### src/core/wdt_pkg.sv
// constants and carrier types for the watchdog control and reset causes
package wdt_pkg;
  // register offsets in the i/o space; data space adds the shift
  localparam logic [7:0] WDT_CTRL_OFFSET = 8'h21;
  localparam logic [7:0] RESET_CAUSE_OFFSET = 8'h34;
  localparam logic [7:0] DATA_SPACE_SHIFT = 8'h20;
  // reset cause fields
  localparam int SCAN_FLAG_POS = 4;
  localparam int WDOG_FLAG_POS = 3;
  localparam int BROWNOUT_FLAG_POS = 2;
  localparam int PIN_FLAG_POS = 1;
  localparam int POWERON_FLAG_POS = 0;
  localparam logic [4:0] CAUSE_RESET = 5'h01;
  // watchdog control fields
  localparam int UNLOCK_POS = 4;
  localparam int ENABLE_POS = 3;
  localparam int PERIOD_MSB = 2;
  localparam int PERIOD_LSB = 0;
  localparam logic [4:0] CTRL_RESET = 5'h00;
  localparam logic [2:0] PERIOD_RESET = 3'h0;
  // unlock window in processor clock cycles
  localparam logic [2:0] UNLOCK_CYCLES = 3'h4;
  // clock rates; watchdog oscillator becomes an enable pulse
  localparam int CLK_HZ = 40_000_000;
  localparam int WDT_OSC_HZ = 1_000_000;
  localparam int WDT_OSC_DIV = CLK_HZ / WDT_OSC_HZ;
  localparam logic [5:0] OSC_DIV_LAST = 6'(WDT_OSC_DIV - 1);
  // timeout for period code zero, in watchdog oscillator cycles
  localparam int WDT_BASE_CYCLES = 16384;
  localparam int WDT_CNT_W = 22;

  typedef struct packed {
    logic sel_io;
    logic [7:0] addr;
    logic wr;
    logic rd;
    logic [7:0] wdata;
  } reg_req_t;

  typedef struct packed {
    logic scan;
    logic brownout;
    logic pin;
  } reset_src_t;
endpackage

### src/core/wdt_ctrl.sv
// watchdog control register, timeout counter and reset cause flags
module wdt_ctrl #(
  parameter int BASE_CYCLES = wdt_pkg::WDT_BASE_CYCLES,
  parameter int OSC_DIV = wdt_pkg::WDT_OSC_DIV
) (
  input wire logic ref_clk,
  input wire logic rst,
  input wire wdt_pkg::reg_req_t req,
  input wire wdt_pkg::reset_src_t src,
  input wire logic wdt_kick,
  output logic [7:0] rd_data,
  output logic rd_valid,
  output logic wdt_reset_pulse,
  output logic wdt_running
);

  localparam int WDT_CNT_W_L = wdt_pkg::WDT_CNT_W;

  // longest limit must still fit the counter
  if (BASE_CYCLES < 1 || (BASE_CYCLES * 128) >= (1 << WDT_CNT_W_L)) begin
    $error("base cycles out of range");
  end
  if (OSC_DIV < 1 || OSC_DIV > 64) begin
    $error("oscillator divider out of range");
  end

  logic [4:0] cause_q;
  logic unlock_q;
  logic [2:0] unlock_cnt_q;
  logic enable_q;
  logic [2:0] period_q;
  logic [5:0] div_q;
  logic tick_q;
  logic [WDT_CNT_W_L-1:0] cnt_q;
  logic wdt_reset_q;
  logic [7:0] rd_data_q;
  logic rd_valid_q;
  logic chip_reset;
  logic wr_ctrl;
  logic wr_cause;
  logic rd_ctrl;
  logic rd_cause;
  logic [WDT_CNT_W_L-1:0] limit;

  // one decode for both spaces
  function automatic logic hits(wdt_pkg::reg_req_t r, logic [7:0] off);
    logic [7:0] a;
    a = r.sel_io ? off : 8'(off + wdt_pkg::DATA_SPACE_SHIFT);
    return r.addr == a;
  endfunction

  // any non power-on reset source, including our own timeout
  assign chip_reset = src.scan | src.brownout | src.pin | wdt_reset_q;
  assign wr_ctrl = req.wr && !chip_reset &&
                   hits(req, wdt_pkg::WDT_CTRL_OFFSET);
  assign wr_cause = req.wr && hits(req, wdt_pkg::RESET_CAUSE_OFFSET);
  assign rd_ctrl = req.rd && hits(req, wdt_pkg::WDT_CTRL_OFFSET);
  assign rd_cause = req.rd && hits(req, wdt_pkg::RESET_CAUSE_OFFSET);
  assign limit = WDT_CNT_W_L'(BASE_CYCLES) << period_q;

  always_ff @(posedge ref_clk or posedge rst) begin
    if (rst) begin
      cause_q[wdt_pkg::SCAN_FLAG_POS] <= 1'b0;
    end else if (src.scan) begin
      cause_q[wdt_pkg::SCAN_FLAG_POS] <= 1'b1;
    end else if (wr_cause && !req.wdata[wdt_pkg::SCAN_FLAG_POS]) begin
      cause_q[wdt_pkg::SCAN_FLAG_POS] <= 1'b0;
    end
  end

  always_ff @(posedge ref_clk or posedge rst) begin
    if (rst) begin
      cause_q[wdt_pkg::WDOG_FLAG_POS] <= 1'b0;
    end else if (wdt_reset_q) begin
      cause_q[wdt_pkg::WDOG_FLAG_POS] <= 1'b1;
    end else if (wr_cause && !req.wdata[wdt_pkg::WDOG_FLAG_POS]) begin
      cause_q[wdt_pkg::WDOG_FLAG_POS] <= 1'b0;
    end
  end

  always_ff @(posedge ref_clk or posedge rst) begin
    if (rst) begin
      cause_q[wdt_pkg::BROWNOUT_FLAG_POS] <= 1'b0;
    end else if (src.brownout) begin
      cause_q[wdt_pkg::BROWNOUT_FLAG_POS] <= 1'b1;
    end else if (wr_cause && !req.wdata[wdt_pkg::BROWNOUT_FLAG_POS]) begin
      cause_q[wdt_pkg::BROWNOUT_FLAG_POS] <= 1'b0;
    end
  end

  // pin flag set, cleared by write zero or power-on
  always_ff @(posedge ref_clk or posedge rst) begin
    if (rst) begin
      cause_q[wdt_pkg::PIN_FLAG_POS] <= 1'b0;
    end else if (src.pin) begin
      cause_q[wdt_pkg::PIN_FLAG_POS] <= 1'b1;
    end else if (wr_cause && !req.wdata[wdt_pkg::PIN_FLAG_POS]) begin
      cause_q[wdt_pkg::PIN_FLAG_POS] <= 1'b0;
    end
  end

  // power-on flag set, only software clears it
  always_ff @(posedge ref_clk or posedge rst) begin
    if (rst) begin
      cause_q[wdt_pkg::POWERON_FLAG_POS] <=
        wdt_pkg::CAUSE_RESET[wdt_pkg::POWERON_FLAG_POS];
    end else if (wr_cause && !req.wdata[wdt_pkg::POWERON_FLAG_POS]) begin
      cause_q[wdt_pkg::POWERON_FLAG_POS] <= 1'b0;
    end
  end

  // unlock self clears after four cycles
  always_ff @(posedge ref_clk or posedge rst) begin
    if (rst) begin
      unlock_q <= wdt_pkg::CTRL_RESET[wdt_pkg::UNLOCK_POS];
      unlock_cnt_q <= 3'h0;
    end else if (chip_reset) begin
      unlock_q <= 1'b0;
      unlock_cnt_q <= 3'h0;
    end else if (wr_ctrl && req.wdata[wdt_pkg::UNLOCK_POS]) begin
      unlock_q <= 1'b1;
      unlock_cnt_q <= wdt_pkg::UNLOCK_CYCLES;
    end else if (unlock_q) begin
      unlock_cnt_q <= unlock_cnt_q - 3'h1;
      if (unlock_cnt_q == 3'h1) begin
        unlock_q <= 1'b0;
      end
    end
  end

  // disable honoured only inside the unlock window
  always_ff @(posedge ref_clk or posedge rst) begin
    if (rst) begin
      enable_q <= wdt_pkg::CTRL_RESET[wdt_pkg::ENABLE_POS];
      period_q <= wdt_pkg::PERIOD_RESET;
    end else if (chip_reset) begin
      enable_q <= 1'b0;
      period_q <= wdt_pkg::PERIOD_RESET;
    end else if (wr_ctrl) begin
      period_q <= req.wdata[wdt_pkg::PERIOD_MSB:wdt_pkg::PERIOD_LSB];
      if (req.wdata[wdt_pkg::ENABLE_POS]) begin
        enable_q <= 1'b1;
      end else if (unlock_q) begin
        enable_q <= 1'b0;
      end
    end
  end

  // oscillator rate as an enable pulse, same clock, no crossing
  always_ff @(posedge ref_clk or posedge rst) begin
    if (rst) begin
      div_q <= 6'h0;
      tick_q <= 1'b0;
    end else begin
      tick_q <= div_q == 6'(OSC_DIV - 1);
      div_q <= (div_q == 6'(OSC_DIV - 1)) ? 6'h0 : div_q + 6'h1;
    end
  end

  // kick restarts, disable and reset clear
  always_ff @(posedge ref_clk or posedge rst) begin
    if (rst) begin
      cnt_q <= '0;
    end else if (chip_reset || !enable_q || wdt_kick) begin
      cnt_q <= '0;
    end else if (tick_q) begin
      // a period cut below the count fires at once, never wraps past
      cnt_q <= (cnt_q >= limit - 1'b1) ? '0 : cnt_q + 1'b1;
    end
  end

  always_ff @(posedge ref_clk or posedge rst) begin
    if (rst) begin
      wdt_reset_q <= 1'b0;
    end else begin
      wdt_reset_q <= !chip_reset && enable_q && !wdt_kick && tick_q &&
                     cnt_q >= limit - 1'b1;
    end
  end

  always_ff @(posedge ref_clk or posedge rst) begin
    if (rst) begin
      rd_data_q <= 8'h00;
      rd_valid_q <= 1'b0;
    end else begin
      rd_valid_q <= rd_ctrl | rd_cause;
      if (rd_ctrl) begin
        rd_data_q <= {3'h0, unlock_q, enable_q, period_q};
      end else if (rd_cause) begin
        rd_data_q <= {3'h0, cause_q};
      end else begin
        rd_data_q <= 8'h00;
      end
    end
  end

  assign rd_data = rd_data_q;
  assign rd_valid = rd_valid_q;
  assign wdt_reset_pulse = wdt_reset_q;
  assign wdt_running = enable_q;
endmodule

### config.mk
export PLATFORM = sky130hd
export DESIGN_NAME = wdt_ctrl
export DESIGN_NICKNAME = d
export VERILOG_FILES = /design/src/core/wdt_pkg.sv /design/src/core/wdt_ctrl.sv
export SDC_FILE = /design/constraint.sdc
export NUM_CORES = 1
export LEC_CHECK = 0
export BUFFER_PORTS_ARGS = -buffer_cell sky130_fd_sc_hd__buf_2
export CORE_MARGIN = 3
export CORE_UTILIZATION = 50
export CTS_CLUSTER_DIAMETER = 80
export CTS_CLUSTER_SIZE = 20
export DETAILED_ROUTE_END_ITERATION = 10
export PLACE_DENSITY = 0.71
export SLEW_MARGIN = 20
export SYNTH_ARGS = -nofsm -noshare
export SYNTH_HDL_FRONTEND = slang
export SYNTH_SLANG_ARGS = --single-unit
### constraint.sdc
create_clock -name ref_clk -period 4.1 [get_ports ref_clk]
set_input_delay 0.82 -clock ref_clk [delete_from_list [all_inputs] [get_ports ref_clk]]
set_output_delay 0.82 -clock ref_clk [all_outputs]
set_load 0.005 [all_outputs]
==> reports/results.tsv <==
metric	value	unit
setup_tns	0	ps
syn_area_per_cell	9.64	um2
ys_types	48	
synth-main-ff-cell	dfrtp_1	
status	completed	
yosysMostFrequentCell	dfrtp_1	
synth-edff-count	0	
die_area	6360	um2
finalNetCount	348	
core_area	5170	um2
grt_util_all_layers	19.8	%
cts_tree	yes	
crit_arrival	2830	ps
cp_max_fo	17	
syn_to_final_growth	10.7	%
antenna_found_initial	0	
cts_root_buffer	clkbuf_8	
async_reset_ff_share	100	%
postCtsResizedCells	0	
fmax	380	MHz
finalInstanceArea	3010	um2
vias_per_cell	5.81	
synthTopCellsByArea	dfrtp_1, ha_1, nand2_1	
slew-limit-headroom	44.0	%
grt_pass1_wl	9870	um
tightest_slew	840	ps
cpMaxStageDelayCell	a21oi_2	
hold_path_class	flip-flop to flip-flop	
drcViolationCount	0	
fin_skew	6.54	ps
grt_overflow_total	0	
hold_viol_final	0	
syn_area	2720	um2
drtIter0Drc	183	
wl	5780	um
placed_cells	374	
htree_num_levels	2	
synth_seq_cells	49	
port_buffers	29	
fin_crit_sh	64.1	%
drtPass1Iterations	4	
place_area	2920	um2
cpLargestDelayFamily	compound AO/OA/AOI/OAI gates	
slowest_delay	630	ps
yosysSeqAreaShare	45.1	%
drv_cap	0	
antenna_cells	0	
gp_congestion	0.793	
clk_pin_slew_worst_paths	90	ps
row_count	26	
start_util	52.6	%
start_kind	flip-flop	
yosysTopAreaCell	dfrtp_1	
cts-buffers-inserted	5	
crit_chain	inv_1 -> ha_1 -> a21oi_1 -> o21ai_0 -> a21oi_2 -> nand2_2 -> o311ai_1	
pin_count	36	
slew_violations	0	
fin_crit	2630	ps
endpoint_kind	flip-flop	
vias	2220	
ys_warn_count	0	
path_class	flip-flop to flip-flop	
cts_buffer_depth	2	
fp.dieH	79.7	um
yosys.area.top_type_share	44.2	%
worst_skew_pair.late_latency	300	ps
grt_pass1_vias	2069	
crit_buf_inv	1	
p_leak	1.25	nW
synth_common_cells	dfrtp_1, nand2_1, nor2_1	
grt_max_degree	50	
die_x	79.7	um
drive_above_1_share	17.0	%
ant_nets	0	
setup_viol	0	
ir_worst_vdd	0.205	mV
whs	463	ps
dpl.hpwl	4110	um
routedWlPerCell	15.1	um
powerDensity	268	nW/um2
rsz0062_at_grt	no	
synth_cells	282	
post_cts_buffers	0	
holdBufCountCts	0	
cp.required	4310	ps
cts.sinks	49	
fillers	460	
layoutNonFillerInstCount	382	
## final timing paths
path / end / slack [ps] / cells after the start / from
worst max-delay path: cnt_q[7] / 1470 / 7 / period_q[2]
worst min-delay path: div_q[0] / 460 / 1 / div_q[0]
worst max register to register: cnt_q[7] / 1470 / 7 / period_q[2]
worst min register to register: div_q[0] / 460 / 1 / div_q[0]
max in group asynchronous: div_q[2] / 2950 / 2 / rst
min in group asynchronous: cnt_q[2] / 630 / 2 / rst
## state kept, by name (all words and copies together) (netlist names)
register,cells
cnt_q,22
wdt_running,1
unlock_q,1
cause_q,5
tick_q,1
div_q,6
period_q,3
rd_data,5
wdt_reset_pulse,1
rd_valid,1
unlock_cnt_q,3
## layout make-up
cell class                      count  area, um2  area share [%]
Multi-Input combinational cell    214       1390            46.3
Clock inverter                      3       22.5           0.748
Inverter                            7       27.5           0.915
Timing Repair Buffer               34        183            6.07
Tap cell                           70       87.6            2.91
Clock buffer                        5       68.8            2.29
Sequential cell                    49       1230            40.8
## kinds of logic (layout without fill, tap and decap cells)
kind of cell	count (synthesis)	in the layout	synth area share (%)
compound gates	65	65	16.2
xor+xnor	5	5	1.61
fa+ha+maj	12	12	5.52
buf+inv	21	49	4.05
flops	49	49	45.1
mux	6	6	2.21
other cells	2	4	0.276
simple gates	122	122	25.0
## per-layer routing
metal  vias up  routed length, um  global-route usage, %
li1       1107                  -                      -
met1      1085               2870                   29.3
met5         -                  0                      0
met3         4                128                   3.39
met4         0                 58                   5.24
met2        24               2720                   30.0
## layout by cell type, fill, tap and decap left out, types with 4 or more instances in the layout
cell type and instances:
buf_2 29, nand3_1 15, dfrtp_1 48, ha_1 12
a22oi_1 5, inv_1 6, o211ai_1 5, o311ai_1 4
conb_1 4, nand2b_1 5, nor3_1 4, nand2_1 32
clkbuf_8 5, buf_4 5, mux2i_1 6, a21oi_1 12
o21ai_0 14, nand4_1 17, and3_1 7, nor2_1 18
a31oi_1 12
## through the flow
step	setup WS, ps	power (W)	utilization (%)
after floorplan	1730	0.000511	-
after global placement	1210	0.000528	56.4
after detailed placement	1200	0.000528	56.4
after CTS	1500	0.000816	58.2
after global routing	1220	0.000842	58.2
final	1470	0.000807	58.2
## report_power, final
group          switching (W)  internal, W
logic              0.0000227    0.0000121
registers       0.0000000515     0.000483
clock network       0.000168     0.000121
total               0.000191     0.000616
## worst register-to-register path: stages (launching register included)
cell      delay [ps]
dfrtp_1          490
inv_1            100
ha_1             340
a21oi_1          150
o21ai_0          140
a21oi_2          630
nand2_2          330
o311ai_1         350
(Power assumes the default switching activity.)
